**src/dsm_pkg.sv**
```systemverilog
package dsm_pkg;

   // ------------------------------------------------------------
   // register map (byte offsets)
   // ------------------------------------------------------------
   localparam logic [7:0] OFF_TASKS = 8'h00;
   localparam logic [7:0] OFF_EVENTS = 8'h04;
   localparam logic [7:0] OFF_MASK = 8'h08;
   localparam logic [7:0] OFF_ENABLE = 8'h0C;
   localparam logic [7:0] OFF_CONFIG = 8'h10;
   localparam logic [7:0] OFF_DIVIDER = 8'h14;
   localparam logic [7:0] OFF_FILL = 8'h18;
   localparam logic [7:0] OFF_TX_PTR = 8'h1C;
   localparam logic [7:0] OFF_TX_CNT = 8'h20;
   localparam logic [7:0] OFF_RX_PTR = 8'h24;
   localparam logic [7:0] OFF_RX_CNT = 8'h28;
   localparam logic [7:0] OFF_STATUS = 8'h2C;

   // ------------------------------------------------------------
   // field positions
   // ------------------------------------------------------------
   localparam int TASK_START = 0;
   localparam int TASK_STOP = 1;
   localparam int TASK_SUSPEND = 2;
   localparam int TASK_RESUME = 3;
   localparam int EV_STARTED = 0;
   localparam int EV_TX_DONE = 1;
   localparam int EV_RX_DONE = 2;
   localparam int EV_END = 3;
   localparam int EV_HALTED = 4;
   localparam int EV_SUSPENDED = 5;
   localparam int EV_W = 6;
   localparam int CFG_LSB_FIRST = 0;
   localparam int CFG_CPHA = 1;
   localparam int CFG_CPOL = 2;
   localparam int STAT_BUSY = 16;
   localparam int STAT_SUSP = 17;
   localparam int CNT_W = 16;

   // ------------------------------------------------------------
   // reset values and timing
   // ------------------------------------------------------------
   localparam logic [7:0] DIVIDER_RESET = 8'h1F;
   localparam logic [7:0] FILL_RESET = 8'h00;
   localparam int CLOCK_PERIOD_PS = 4000;
   localparam int SCK_MIN_PERIOD_NS = 125;
   localparam int SCK_MIN_HALF_CYC =
      (SCK_MIN_PERIOD_NS * 1000 / 2 + CLOCK_PERIOD_PS - 1) / CLOCK_PERIOD_PS;
   localparam logic [7:0] MIN_HALF_RELOAD = 8'(SCK_MIN_HALF_CYC - 1);

   typedef struct packed {
      logic cpol;
      logic cpha;
      logic lsb_first;
   } dsm_cfg_t;

   typedef enum logic [2:0] {
      ST_IDLE, ST_NEXT, ST_FETCH, ST_SHIFT, ST_WAIT, ST_STORE, ST_SUSP
   } dsm_state_t;

endpackage

```
**src/dsm_byte_shifter.sv**
```systemverilog
module dsm_byte_shifter
   import dsm_pkg::*;
(
   input wire logic clock,
   input wire logic reset_n,
   input wire logic start,
   input wire logic [7:0] tx_byte,
   input wire dsm_cfg_t cfg,
   input wire logic [7:0] half_reload,
   input wire logic miso_sync,
   output logic sck,
   output logic mosi,
   output logic busy,
   output logic done,
   output logic [7:0] rx_byte
);

   logic [7:0] div_cnt;
   logic [3:0] edge_cnt;
   logic [7:0] tx_sr;
   logic [7:0] rx_sr;

   function automatic logic [7:0] shift_in(input logic [7:0] v, input logic b,
                                           input logic lsb);
      return lsb ? {b, v[7:1]} : {v[6:0], b};
   endfunction

   wire tick = busy && (div_cnt == 8'h00);
   wire leading = ~edge_cnt[0];
   // sample on leading edge in phase 0, on trailing edge in phase 1
   wire sample_edge = leading ^ cfg.cpha;
   wire last_edge = (edge_cnt == 4'hF);
   wire cur_bit = cfg.lsb_first ? tx_sr[0] : tx_sr[7];
   wire nxt_bit = cfg.lsb_first ? tx_sr[1] : tx_sr[6];
   wire first_bit = cfg.lsb_first ? tx_byte[0] : tx_byte[7];
   wire [7:0] next_rx = shift_in(rx_sr, miso_sync, cfg.lsb_first);
   wire [7:0] next_tx = shift_in(tx_sr, 1'b0, cfg.lsb_first);

   always_ff @(posedge clock or negedge reset_n) begin
      if (!reset_n) begin
         sck <= 1'b0;
         mosi <= 1'b0;
         busy <= 1'b0;
         done <= 1'b0;
         rx_byte <= 8'h00;
         div_cnt <= 8'h00;
         edge_cnt <= 4'h0;
         tx_sr <= 8'h00;
         rx_sr <= 8'h00;
      end else begin
         done <= 1'b0;
         if (!busy) begin
            sck <= cfg.cpol;
            if (start) begin
               busy <= 1'b1;
               tx_sr <= tx_byte;
               div_cnt <= half_reload;
               edge_cnt <= 4'h0;
               if (!cfg.cpha) begin
                  mosi <= first_bit;
               end
            end
         end else if (!tick) begin
            div_cnt <= div_cnt - 8'h01;
         end else begin
            div_cnt <= half_reload;
            sck <= ~sck;
            edge_cnt <= edge_cnt + 4'h1;
            if (sample_edge) begin
               rx_sr <= next_rx;
            end else begin
               tx_sr <= next_tx;
               if (cfg.cpha) begin
                  mosi <= cur_bit;
               end else if (!last_edge) begin
                  mosi <= nxt_bit;
               end
            end
            if (last_edge) begin
               busy <= 1'b0;
               done <= 1'b1;
               rx_byte <= sample_edge ? next_rx : rx_sr;
            end
         end
      end
   end

endmodule

```
**src/dsm_dma_serial_master.sv**
```systemverilog
// Contract
// - start task begins a transaction shifting MOSI out while capturing MISO.
// - raise tx-done once the programmed transmit byte count has been sent.
// - raise rx-done once the programmed receive byte count has been stored.
// - end the transaction by itself once all bytes are handled.
// - send the fill character for bytes beyond the transmit count.
// - raise combined-done only after both tx-done and rx-done.
// - stop task finishes the byte in progress then ceases shifting.
// - raise halted once actually at rest after a stop.
// - raise tx-done at the stop if not raised yet.
// - raise rx-done at the stop if not raised yet.
// - suspend pauses the transaction; resume continues it where it paused.
// - suspend completes the current byte before entering the suspended state.
// - received bytes beyond the receive count are clocked but dropped.
// - pointers and counts are double-buffered, reloadable after started.
// - all four clock modes from polarity and phase settings.
//
// Local design decisions: the address map and register access over Avalon-MM.
module dsm_dma_serial_master
   import dsm_pkg::*;
(
   input wire logic clock,
   input wire logic reset_n,
   input wire logic [7:0] avs_address,
   input wire logic avs_read,
   input wire logic avs_write,
   input wire logic [31:0] avs_writedata,
   output logic [31:0] avs_readdata,
   output logic avs_waitrequest,
   output logic irq,
   output logic mem_rd_req,
   output logic [31:0] mem_rd_addr,
   input wire logic mem_rd_ack,
   input wire logic [7:0] mem_rd_data,
   output logic mem_wr_req,
   output logic [31:0] mem_wr_addr,
   output logic [7:0] mem_wr_data,
   input wire logic mem_wr_ack,
   output logic sck,
   output logic mosi,
   input wire logic miso
);

   // ------------------------------------------------------------
   // software-visible registers
   // ------------------------------------------------------------
   logic [EV_W-1:0] events;
   logic [EV_W-1:0] mask;
   logic enable;
   dsm_cfg_t cfg;
   logic [7:0] divider;
   logic [7:0] fill_character;
   logic [31:0] tx_buffer_pointer;
   logic [CNT_W-1:0] tx_byte_count;
   logic [31:0] rx_buffer_pointer;
   logic [CNT_W-1:0] rx_byte_count;

   // ------------------------------------------------------------
   // sequencer state
   // ------------------------------------------------------------
   dsm_state_t state;
   logic [31:0] w_tx_ptr;
   logic [31:0] w_rx_ptr;
   logic [CNT_W-1:0] w_tx_cnt;
   logic [CNT_W-1:0] w_rx_cnt;
   logic [CNT_W-1:0] pos;
   logic [7:0] out_byte;
   logic shift_go;
   logic stop_pend;
   logic susp_pend;
   logic tx_fin;
   logic rx_fin;
   logic end_sent;
   logic [EV_W-1:0] ev_pulse;
   logic miso_meta;
   logic miso_sync;

   wire sh_busy;
   wire sh_done;
   wire [7:0] sh_rx;
   wire sh_sck;
   wire sh_mosi;

   // ------------------------------------------------------------
   // bus decode
   // ------------------------------------------------------------
   function automatic logic hit(input logic [7:0] a, input logic [7:0] off);
      return a == off;
   endfunction

   wire wr_acc = avs_write & ~avs_waitrequest;
   wire [3:0] task_bits = (wr_acc && hit(avs_address, OFF_TASKS)) ?
                          avs_writedata[3:0] : 4'h0;
   wire task_start = task_bits[TASK_START];
   wire task_stop = task_bits[TASK_STOP];
   wire task_susp = task_bits[TASK_SUSPEND];
   wire task_resume = task_bits[TASK_RESUME];
   wire [EV_W-1:0] ev_clear = (wr_acc && hit(avs_address, OFF_EVENTS)) ?
                              avs_writedata[EV_W-1:0] : '0;
   wire [31:0] status_word = {14'h0000, state == ST_SUSP,
                              state != ST_IDLE, pos};
   wire [31:0] rd_word =
      hit(avs_address, OFF_EVENTS) ? {26'h000_0000, events} :
      hit(avs_address, OFF_MASK) ? {26'h000_0000, mask} :
      hit(avs_address, OFF_ENABLE) ? {31'h0000_0000, enable} :
      hit(avs_address, OFF_CONFIG) ? {29'h0000_0000, cfg} :
      hit(avs_address, OFF_DIVIDER) ? {24'h00_0000, divider} :
      hit(avs_address, OFF_FILL) ? {24'h00_0000, fill_character} :
      hit(avs_address, OFF_TX_PTR) ? tx_buffer_pointer :
      hit(avs_address, OFF_TX_CNT) ? {16'h0000, tx_byte_count} :
      hit(avs_address, OFF_RX_PTR) ? rx_buffer_pointer :
      hit(avs_address, OFF_RX_CNT) ? {16'h0000, rx_byte_count} :
      hit(avs_address, OFF_STATUS) ? status_word : 32'h0000_0000;

   // one wait cycle per access; write lands on the edge waitrequest is low
   always_ff @(posedge clock or negedge reset_n) begin
      if (!reset_n) begin
         avs_waitrequest <= 1'b1;
         avs_readdata <= 32'h0000_0000;
      end else if ((avs_read | avs_write) && avs_waitrequest) begin
         avs_waitrequest <= 1'b0;
         avs_readdata <= rd_word;
      end else begin
         avs_waitrequest <= 1'b1;
      end
   end

   // live copies are free to change while a transaction runs
   always_ff @(posedge clock or negedge reset_n) begin
      if (!reset_n) begin
         mask <= '0;
         enable <= 1'b0;
         cfg <= '0;
         divider <= DIVIDER_RESET;
         fill_character <= FILL_RESET;
         tx_buffer_pointer <= 32'h0000_0000;
         tx_byte_count <= 16'h0000;
         rx_buffer_pointer <= 32'h0000_0000;
         rx_byte_count <= 16'h0000;
      end else if (wr_acc) begin
         if (hit(avs_address, OFF_MASK)) mask <= avs_writedata[EV_W-1:0];
         if (hit(avs_address, OFF_ENABLE)) enable <= avs_writedata[0];
         if (hit(avs_address, OFF_CONFIG)) cfg <= avs_writedata[2:0];
         if (hit(avs_address, OFF_DIVIDER)) divider <= avs_writedata[7:0];
         if (hit(avs_address, OFF_FILL)) fill_character <= avs_writedata[7:0];
         if (hit(avs_address, OFF_TX_PTR)) tx_buffer_pointer <= avs_writedata;
         if (hit(avs_address, OFF_TX_CNT)) tx_byte_count <= avs_writedata[15:0];
         if (hit(avs_address, OFF_RX_PTR)) rx_buffer_pointer <= avs_writedata;
         if (hit(avs_address, OFF_RX_CNT)) rx_byte_count <= avs_writedata[15:0];
      end
   end

   // ------------------------------------------------------------
   // events and interrupt
   // ------------------------------------------------------------
   // a new event in the clear cycle survives
   always_ff @(posedge clock or negedge reset_n) begin
      if (!reset_n) begin
         events <= '0;
         irq <= 1'b0;
      end else begin
         events <= (events & ~ev_clear) | ev_pulse;
         irq <= |(events & mask);
      end
   end

   // ------------------------------------------------------------
   // serial pins
   // ------------------------------------------------------------
   always_ff @(posedge clock or negedge reset_n) begin
      if (!reset_n) begin
         miso_meta <= 1'b0;
         miso_sync <= 1'b0;
      end else begin
         miso_meta <= miso;
         miso_sync <= miso_meta;
      end
   end

   // never faster than the minimum serial clock period
   wire [7:0] half_reload = (divider < MIN_HALF_RELOAD) ?
                            MIN_HALF_RELOAD : divider;

   dsm_byte_shifter u_shifter (
      .clock(clock),
      .reset_n(reset_n),
      .start(shift_go),
      .tx_byte(out_byte),
      .cfg(cfg),
      .half_reload(half_reload),
      .miso_sync(miso_sync),
      .sck(sh_sck),
      .mosi(sh_mosi),
      .busy(sh_busy),
      .done(sh_done),
      .rx_byte(sh_rx)
   );

   assign sck = sh_sck;
   assign mosi = sh_mosi;

   // ------------------------------------------------------------
   // transaction sequencer
   // ------------------------------------------------------------
   wire [CNT_W-1:0] total = (w_tx_cnt > w_rx_cnt) ? w_tx_cnt : w_rx_cnt;
   wire all_clocked = (pos == total);
   wire tx_sent = (pos >= w_tx_cnt);
   wire rx_stored = (pos >= w_rx_cnt);
   wire need_fetch = (pos < w_tx_cnt);
   wire need_store = (pos < w_rx_cnt);
   wire running = (state != ST_IDLE);

   always_ff @(posedge clock or negedge reset_n) begin
      if (!reset_n) begin
         state <= ST_IDLE;
         w_tx_ptr <= 32'h0000_0000;
         w_rx_ptr <= 32'h0000_0000;
         w_tx_cnt <= 16'h0000;
         w_rx_cnt <= 16'h0000;
         pos <= 16'h0000;
         out_byte <= 8'h00;
         shift_go <= 1'b0;
         stop_pend <= 1'b0;
         susp_pend <= 1'b0;
         tx_fin <= 1'b0;
         rx_fin <= 1'b0;
         end_sent <= 1'b1;
         ev_pulse <= '0;
         mem_rd_req <= 1'b0;
         mem_rd_addr <= 32'h0000_0000;
         mem_wr_req <= 1'b0;
         mem_wr_addr <= 32'h0000_0000;
         mem_wr_data <= 8'h00;
      end else begin
         ev_pulse <= '0;
         shift_go <= 1'b0;
         if (task_stop && running) stop_pend <= 1'b1;
         if (task_susp && running && state != ST_SUSP) susp_pend <= 1'b1;
         if (tx_fin && rx_fin && !end_sent) begin
            end_sent <= 1'b1;
            ev_pulse[EV_END] <= 1'b1;
         end
         case (state)
            ST_IDLE: begin
               if (task_stop) begin
                  ev_pulse[EV_HALTED] <= 1'b1;
               end else if (task_start && enable) begin
                  w_tx_ptr <= tx_buffer_pointer;
                  w_rx_ptr <= rx_buffer_pointer;
                  w_tx_cnt <= tx_byte_count;
                  w_rx_cnt <= rx_byte_count;
                  pos <= 16'h0000;
                  tx_fin <= 1'b0;
                  rx_fin <= 1'b0;
                  end_sent <= 1'b0;
                  stop_pend <= 1'b0;
                  susp_pend <= 1'b0;
                  ev_pulse[EV_STARTED] <= 1'b1;
                  state <= ST_NEXT;
               end
            end
            ST_NEXT: begin
               if (!tx_fin && (tx_sent || stop_pend)) begin
                  tx_fin <= 1'b1;
                  ev_pulse[EV_TX_DONE] <= 1'b1;
               end
               if (!rx_fin && (rx_stored || stop_pend)) begin
                  rx_fin <= 1'b1;
                  ev_pulse[EV_RX_DONE] <= 1'b1;
               end
               if (stop_pend) begin
                  stop_pend <= 1'b0;
                  susp_pend <= 1'b0;
                  ev_pulse[EV_HALTED] <= 1'b1;
                  state <= ST_IDLE;
               end else if (all_clocked) begin
                  state <= ST_IDLE;
               end else if (susp_pend) begin
                  susp_pend <= 1'b0;
                  ev_pulse[EV_SUSPENDED] <= 1'b1;
                  state <= ST_SUSP;
               end else if (need_fetch) begin
                  mem_rd_req <= 1'b1;
                  mem_rd_addr <= w_tx_ptr + {16'h0000, pos};
                  state <= ST_FETCH;
               end else begin
                  out_byte <= fill_character;
                  shift_go <= 1'b1;
                  state <= ST_SHIFT;
               end
            end
            ST_FETCH: begin
               if (mem_rd_ack) begin
                  mem_rd_req <= 1'b0;
                  out_byte <= mem_rd_data;
                  shift_go <= 1'b1;
                  state <= ST_SHIFT;
               end
            end
            ST_SHIFT: begin
               state <= ST_WAIT;
            end
            ST_WAIT: begin
               if (sh_done) begin
                  if (need_store) begin
                     mem_wr_req <= 1'b1;
                     mem_wr_addr <= w_rx_ptr + {16'h0000, pos};
                     mem_wr_data <= sh_rx;
                     state <= ST_STORE;
                  end else begin
                     pos <= pos + 16'h0001;
                     state <= ST_NEXT;
                  end
               end
            end
            ST_STORE: begin
               if (mem_wr_ack) begin
                  mem_wr_req <= 1'b0;
                  pos <= pos + 16'h0001;
                  state <= ST_NEXT;
               end
            end
            ST_SUSP: begin
               if (task_stop || task_resume) begin
                  state <= ST_NEXT;
               end
            end
            default: begin
               state <= ST_IDLE;
            end
         endcase
      end
   end

endmodule

```
**config.mk**
```make
export PLATFORM = sky130hd
export DESIGN_NAME = dsm_dma_serial_master
export DESIGN_NICKNAME = d
export VERILOG_FILES = /design/src/dsm_pkg.sv /design/src/dsm_byte_shifter.sv /design/src/dsm_dma_serial_master.sv
export SDC_FILE = /design/constraint.sdc
export NUM_CORES = 1
export LEC_CHECK = 0
export ABC_AREA = 1
export ABC_CLOCK_PERIOD_IN_PS = 3300
export CAP_MARGIN = 20
export CORE_MARGIN = 8
export CORE_UTILIZATION = 64
export CTS_CLUSTER_DIAMETER = 100
export DETAILED_ROUTE_END_ITERATION = 6
export DONT_BUFFER_PORTS = 1
export HOLD_SLACK_MARGIN = 0.03
export PLACE_DENSITY = 0.8
export SYNTH_ARGS = -nofsm -noshare
export SYNTH_HDL_FRONTEND = slang
export SYNTH_SLANG_ARGS = --single-unit
export TNS_END_PERCENT = 5
```
**constraint.sdc**
```tcl
create_clock -name clock -period 3.3 [get_ports clock]
set_input_delay 0.165 -clock clock [delete_from_list [all_inputs] [get_ports clock]]
set_output_delay 0.165 -clock clock [all_outputs]
set_load 0.01 [all_outputs]
```
==> metrics, run 1 <==
register-to-register path setup slack=approximately 200 ps; failing checks=DRC, hold timing; share of cells above drive strength 1=between 6 and 7%; worst-margin pin slew=a little under 900 ps; Final period util=a little over nine tenths; critical path fanouts, max=4; Max stage delay on crit path=between 400 and 500 ps; Clk pwr share=between 20% and 30%; CP Capture Type=register; Synth Register Bits=about 410; Synth Instances=approximately 2600; worst hold slack=-698.0 ps; # IOs=about 170; Initial Util=between 60 and 70%; crit path DAT=3610 ps; cell area after synthesis=~21000 sq um; WS Path Type=reg2reg; Ys Warns=0; P_sw=just under 7000 uW; clk_lat worst skew=570 ps; critical path, cell by cell=ha_2, inv_1, fa_1, nand3b_1, nand2_1, a21boi_0, o21ai_1, buf_4, a21boi_0, nor2_1, inv_1, nor2_2, nand4_1, xor2_1, nand3_1, nand2_1; Power Dens Cells=731.8 nW/um^2; die area=around 39000 sq um; CP Launch Type=register; 1st-iter DRT viols=2036; drt pass-1 iters=7; Seq pwr share=between 30 and 40%; final hold violations=~410; Bufs on Longest Clock Path=3; row count=66; Layout Nets=approximately 2800; HP Class=in2async; Fillers=2432; largest net degree at the start of global routing=between 400 and 500; Placer Congestion=slightly below 1; DPL Wire Length=45310 um; root buf cell=clkbuf_16; CTS H-tree depth=2; GRT overflow=0; Pint=roughly 10000 uW; Final Max Slew Viols=0; post-route ant nets=0; Crit-path slowest cell=dfrtp_1; Peak VDD IR=0.0007217 V; ranking of synthesized cells by area=dfrtp_1 48%, nand2_1 14%, o21ai_0 8.8%; asr flop ratio synth=100.0%; Clock Skew=20.67 ps; syn nets=roughly 2700; via count=around 18000; drc violations=13; All-Layer GR Usage=about 33%; critical path buffer and inverter count=3; fin util=between 70% and 80%; DRT Wirelength=~64000 um; status=complete, but fails checks; WP depth=16; first-pass GRT wire length=just over 100000 um; Pleak=about 0.011 uW; Max Cap Viol=0; number of global-route vias before repair=roughly 18000; cts bufs inserted=between 40 and 50; average size of a mapped cell=~8 sq um; CTS tree=yes; dominant cell type by area after synthesis=dfrtp_1; wire length per cell=approximately 20 um; vias per inst=5.943; FMAX=322.3 MHz; cell family contributing the most delay on the critical path=simple AND/OR/NAND/NOR gates; Die X=~200 um; Port-buffer cells=0; CTS Hold Bufs=between 40 and 50; die height=197.0 um; P&R area growth vs syn=12.30%; Tmin final=~3100 ps; clock slew at reported path FFs=about 60 ps; final setup vio count=0; antenna violations before repair=8; Req. time, crit path=~3800 ps; combinational power share=36.5%; top cell type's share of synthesized area=about half; switching part of the total=roughly two fifths; Clock Sinks=slightly above 400; R2R depth=16; relative slew slack=around two fifths; Netlist cell types=56; Core Footprint=roughly 32000 sq um; EDFF count, synth=0; sequential fraction of the synthesis area=between 40% and 50%; Primary FF master, synth=dfrtp_1
[worst paths after layout]
check | to | startpoint
min reg2reg | miso_sync$_DFF_PN0_ | miso_meta$_DFF_PN0_
max in group asynchronous | rx_byte_count[3]$_DFFE_PN0P_ | reset_n
min | mem_wr_addr[3]$_DFFE_PN0P_ | reset_n
max reg2reg | mem_rd_addr[26]$_DFFE_PN0P_ | pos[0]$_DFFE_PN0P_
max | mem_rd_addr[26]$_DFFE_PN0P_ | pos[0]$_DFFE_PN0P_
min in group clock | state[2]$_DFFE_PN0P_ | mem_wr_ack
[worst register-to-register path: stages (launching register included)]
cell      delay, ps
dfrtp_1         420
ha_2            250
inv_1            60
fa_1            400
nand3b_1        170
nand2_1         100
a21boi_0        130
o21ai_1         150
buf_4           150
a21boi_0        130
nor2_1          240
inv_1           120
nor2_2          190
nand4_1         130
xor2_1          180
nand3_1         140
nand2_1          90
[metrics by stage]
step,cell area [sq um],power [uW],std cells,setup TNS (ps),setup WS [ps]
3_3_place_gp,21600,12020,2978,0,111.3
3_5_place_dp,21600,12200,2978,0,90.17
4_1_cts,23500,17060,3104,0,88.35
2_1_floorplan,20960,10430,2575,0,535.5
5_1_grt,23540,18190,3107,-62.44,-62.44
6_report,23540,17230,3108,0,197.7
[flip-flops by register name, summed over array words and instances, names as in the netlist, 6 cells and up]
register,cells
divider,8
u_shifter.tx_sr,8
ev_pulse,6
w_rx_cnt,16
w_tx_cnt,16
tx_buffer_pointer,32
mask,6
rx_buffer_pointer,32
tx_byte_count,16
mem_rd_addr,32
mem_wr_addr,32
out_byte,8
mem_wr_data,8
fill_character,8
avs_readdata,32
u_shifter.rx_byte,8
u_shifter.div_cnt,8
pos,16
w_rx_ptr,32
u_shifter.rx_sr,8
events,6
rx_byte_count,16
w_tx_ptr,32
[routing by layer]
metal,track usage (%),wire [um],vias to the layer above
met1,44.37,26310,8855
met4,11.01,2133,6
met5,0,37,-
met2,51.70,28580,849
li1,-,-,8605
met3,8.716,6486,157
[repair_timing]
item | in CTS | in global routing
endpoints found under the hold margin | 549 | 413
buffers inserted | 0 | 2
setup endpoints to repair | 0 | 22
resized for setup | 0 | 9
[cell type report]
class	instances	area, sq um	area share, %
Timing Repair Buffer	105	970.9	4.125
Multi-Input combinational cell	1822	9331	39.64
Sequential cell	413	10340	43.94
Antenna cell	2	5.005	0.02126
Clock buffer	64	1276	5.421
Tap cell	442	553.0	2.349
Clock inverter	14	136.4	0.5794
Inverter	246	923.4	3.923
[cell usage after synthesis (17+ instances only)]
master	number
o21ai_0	367
buf_2	17
nand3_1	123
nand4_1	20
nand2_1	788
o21ai_1	35
inv_1	238
xor2_1	41
nor2_1	103
a21oi_1	88
nor3_1	26
dfrtp_1	406
xnor2_1	29
ha_1	83
o211ai_1	19
clkbuf_1	69
[placed cells by master, fill, tap and decap left out, types with 10 or more instances in the layout]
master,Yosys,layout
nand2_1,788,786
dfrtp_1,406,406
o21ai_0,367,364
inv_1,238,238
nand3_1,123,123
nor2_1,103,102
a21oi_1,88,88
ha_1,83,82
buf_4,8,52
dlygate4sd3_1,0,48
clkbuf_16,0,44
xor2_1,41,41
o21ai_1,35,37
xnor2_1,29,29
nor3_1,26,25
nand4_1,20,20
o211ai_1,19,19
o22ai_1,15,15
clkbuf_1,69,10
clkbuf_8,0,10
[power groups by stage]
stage	Combinational, uW	Sequential (uW)	Clock, uW
2_1_floorplan	4390	6040	0
6_report	6280	6120	4830
3_3_place_gp	5830	6190	0
3_5_place_dp	6000	6200	0
5_1_grt	6940	6180	5070
4_1_cts	6090	6120	4860
[cells by family (layout without fill, tap and decap cells)]
logic type	after synthesis	count (layout)	share of synthesized area, %
and+or+nand+nor	1081	1081	20.88
AOI/OAI and AO/OA	578	578	14.95
DFF	413	413	49.34
buffers and inverters	340	429	6.333
adders and majority gates	85	85	5.145
xor gates and xnor gates	70	70	2.925
muxes	8	8	0.4238
other	0	2	0
Note: power is estimated with default switching activity, not from simulation.
==> inputs of run 2 (changes only) <==
--- a/config.mk
+++ b/config.mk
@@ -6,9 +6,8 @@
 export NUM_CORES = 1
 export LEC_CHECK = 0
 export ABC_AREA = 1
-export ABC_CLOCK_PERIOD_IN_PS = 3300
+export ABC_CLOCK_PERIOD_IN_PS = 3000
 export CAP_MARGIN = 20
-export CORE_MARGIN = 8
 export CORE_UTILIZATION = 64
 export CTS_CLUSTER_DIAMETER = 100
 export DETAILED_ROUTE_END_ITERATION = 6
==> constraint.sdc (replaced) <==
create_clock -name clock -period 3 [get_ports clock]
set_input_delay 0.15 -clock clock [delete_from_list [all_inputs] [get_ports clock]]
set_output_delay 0.15 -clock clock [all_outputs]
set_load 0.01 [all_outputs]
==> run 2 against run 1 <==
Sequential share of layout area decreased by 0.95 points. Worst setup slack got worse by 240 ps. Hold slack got worse by 14 ps. Critical path depth grew 5. Highest routed layer unchanged. The flow finishes with violations (hold timing, setup timing).
==> metrics, run 2 (same netlist as run 1, synthesis figures left out) <==
final instance area=roughly 24000 sq um; WS Path Type=reg2reg; combinational power share=between 40% and 50%; GRT overflow=0; root buf cell=clkbuf_16; DPL Wire Length=43690 um; Seq pwr share=roughly 33%; Setup TNS=-126.2 ps; Area after DPL=21880 sq um; Final period util=101.4%; Initial Util=roughly two thirds; # IOs=165; status=complete, but fails checks; Placer Congestion=approximately 1.0; Pint=~12000 uW; via count=around 19000; register-to-register path setup slack=-40 ps; drt pass-1 iters=7; FF-to-FF Start=w_tx_cnt[11]$_DFFE_PN0P_; CP Capture Type=register; antenna violations before repair=4; Pleak=roughly 0.011 uW; post-route ant nets=0; cts bufs inserted=43; FF-to-FF End=mem_rd_addr[1]$_DFFE_PN0P_; M2 GR Usage=56.20%; P&R area growth vs syn=14.82%; Peak VDD IR=just under 0.0007 V; DRT Wirelength=roughly 62000 um; Clock Skew=approximately 24 ps; CTS tree=yes; critical path fanouts, max=7; Layout Nets=roughly 2800; die height=around 180 um; Max Cap Viol=0; clock slew at reported path FFs=about 60 ps; Req. time, crit path=approximately 3500 ps; Clk pwr share=between 20% and 30%; commonest cells after routing, fill and taps aside=768 x nand2_1, 403 x dfrtp_1, 365 x o21ai_0, 235 x inv_1, 122 x nand3_1; worst-margin pin slew=between 1000 and 1500 ps; GR Util met1=a little over half; first-pass GRT wire length=96280 um; crit path to=mem_rd_addr[1]$_DFFE_PN0P_; CTS Hold Bufs=45; CP Launch Type=register; unrepaired setup endpoints after global routing=true; largest net degree at the start of global routing=414; Final Power=20340 uW; share of cells above drive strength 1=roughly 9%; final hold violations=~400; final setup vio count=11; P_sw=roughly 8000 uW; worst hold slack=-712.5 ps; Power Dens Cells=845.2 nW/um^2; setup ws final=-42.19 ps; failing checks=hold timing, setup timing; crit path DAT=around 3500 ps; vias per inst=approximately 6; Tmin final=3042 ps; Setup Slack @ Placement=-78.94 ps; die area=between 30000 and 40000 sq um; 1st-iter DRT viols=2039; relative slew slack=between 10% and 20%; HP Class=in2async; R2R depth=21; Bufs on Longest Clock Path=3; Die X=183.0 um; crit path from=w_tx_cnt[11]$_DFFE_PN0P_; CTS H-tree depth=2; drc violations=0; All-Layer GR Usage=37.24%; Core Footprint=31880 sq um; GRT met3 Usage=~8.6%; clk_lat worst skew=between 500 and 600 ps; Port-buffer cells=0; switching part of the total=between 30 and 40%; gr busiest metal=met2; wire length per cell=roughly 20 um; Final Max Slew Viols=0; FMAX=roughly 330 MHz; Clock Sinks=around 410; commonest non-fill, non-tap cell in the layout=nand2_1; row count=between 60 and 70; number of global-route vias before repair=roughly 18000
-- run 2: final cells by class --
type	instances	area [sq um]
Clock inverter	11	120.1
Timing Repair Buffer	147	1348
Tap cell	435	544.3
Fill cell	2298	7811
Clock buffer	66	1282
Multi-Input combinational cell	1823	9502
Inverter	246	923.4
Antenna cell	1	2.502
Sequential cell	413	10350
-- run 2: worst min-delay path by stage --
| stage | startpoint | endpoint | slack (ps) |
|---|---|---|---|
| 3_3_place_gp | reset_n | w_rx_ptr[11]$_DFFE_PN0P_ | -140 |
| 3_5_place_dp | reset_n | mem_rd_addr[3]$_DFFE_PN0P_ | -140 |
| 2_1_floorplan | reset_n | avs_readdata[0]$_DFFE_PN0P_ | -150 |
| 4_1_cts | reset_n | mem_rd_addr[3]$_DFFE_PN0P_ | -720 |
| 5_1_grt | reset_n | w_tx_ptr[8]$_DFFE_PN0P_ | -730 |
| 6_report | reset_n | w_rx_ptr[8]$_DFFE_PN0P_ | -710 |
-- run 2: power groups by stage --
stage / clock [uW] / combinational (uW) / sequential [uW]
detailed placement: 0 / 6910 / 6780
global placement: 0 / 6750 / 6770
CTS: 5380 / 7050 / 6700
floorplan: 0 / 4830 / 6640
global route: 5610 / 8980 / 6790
finish: 5360 / 8260 / 6730
-- run 2: per-layer routing --
layer	routed length (um)	share of wire (%)	vias up
met5	13	0.021	-
met4	2080	3.3	2
met3	6480	10	137
met2	27760	44	976
met1	26160	42	8982
li1	-	-	8668
-- run 2: critical path, stage by stage (launching register included) --
cell and delay [ps]:
dfrtp_2 450, ha_4 280, nand4_1 210, nor3_4 230, nand2_1 110, nand2_2 130, nand2_4 80, buf_8 140
buf_12 130, nand2_4 50, nand2_2 50, nand2_1 60, nand2_1 50, nor2_1 120, nand2_2 80, nor2_4 130
a21oi_4 80, buf_12 150, nand2_8 120, buf_12 140, nand2_1 50, o21ai_1 100
-- run 2: metrics by stage --
step | utilization, % | cells
after floorplan | - | 2575
after global placement | 68.64 | 3011
after detailed placement | 68.64 | 3011
after CTS | 74.51 | 3133
after global routing | 75.50 | 3142
final | 75.50 | 3142
-- run 2: timing repair --
action / 4_1_cts / 5_1_grt
endpoints found under the setup margin: 15 / 56
gates cloned: 0 / 6
pin swaps: 2 / 7
setup buffers: 0 / 1
hold endpoints to repair: 554 / 413
resized for setup: 5 / 54
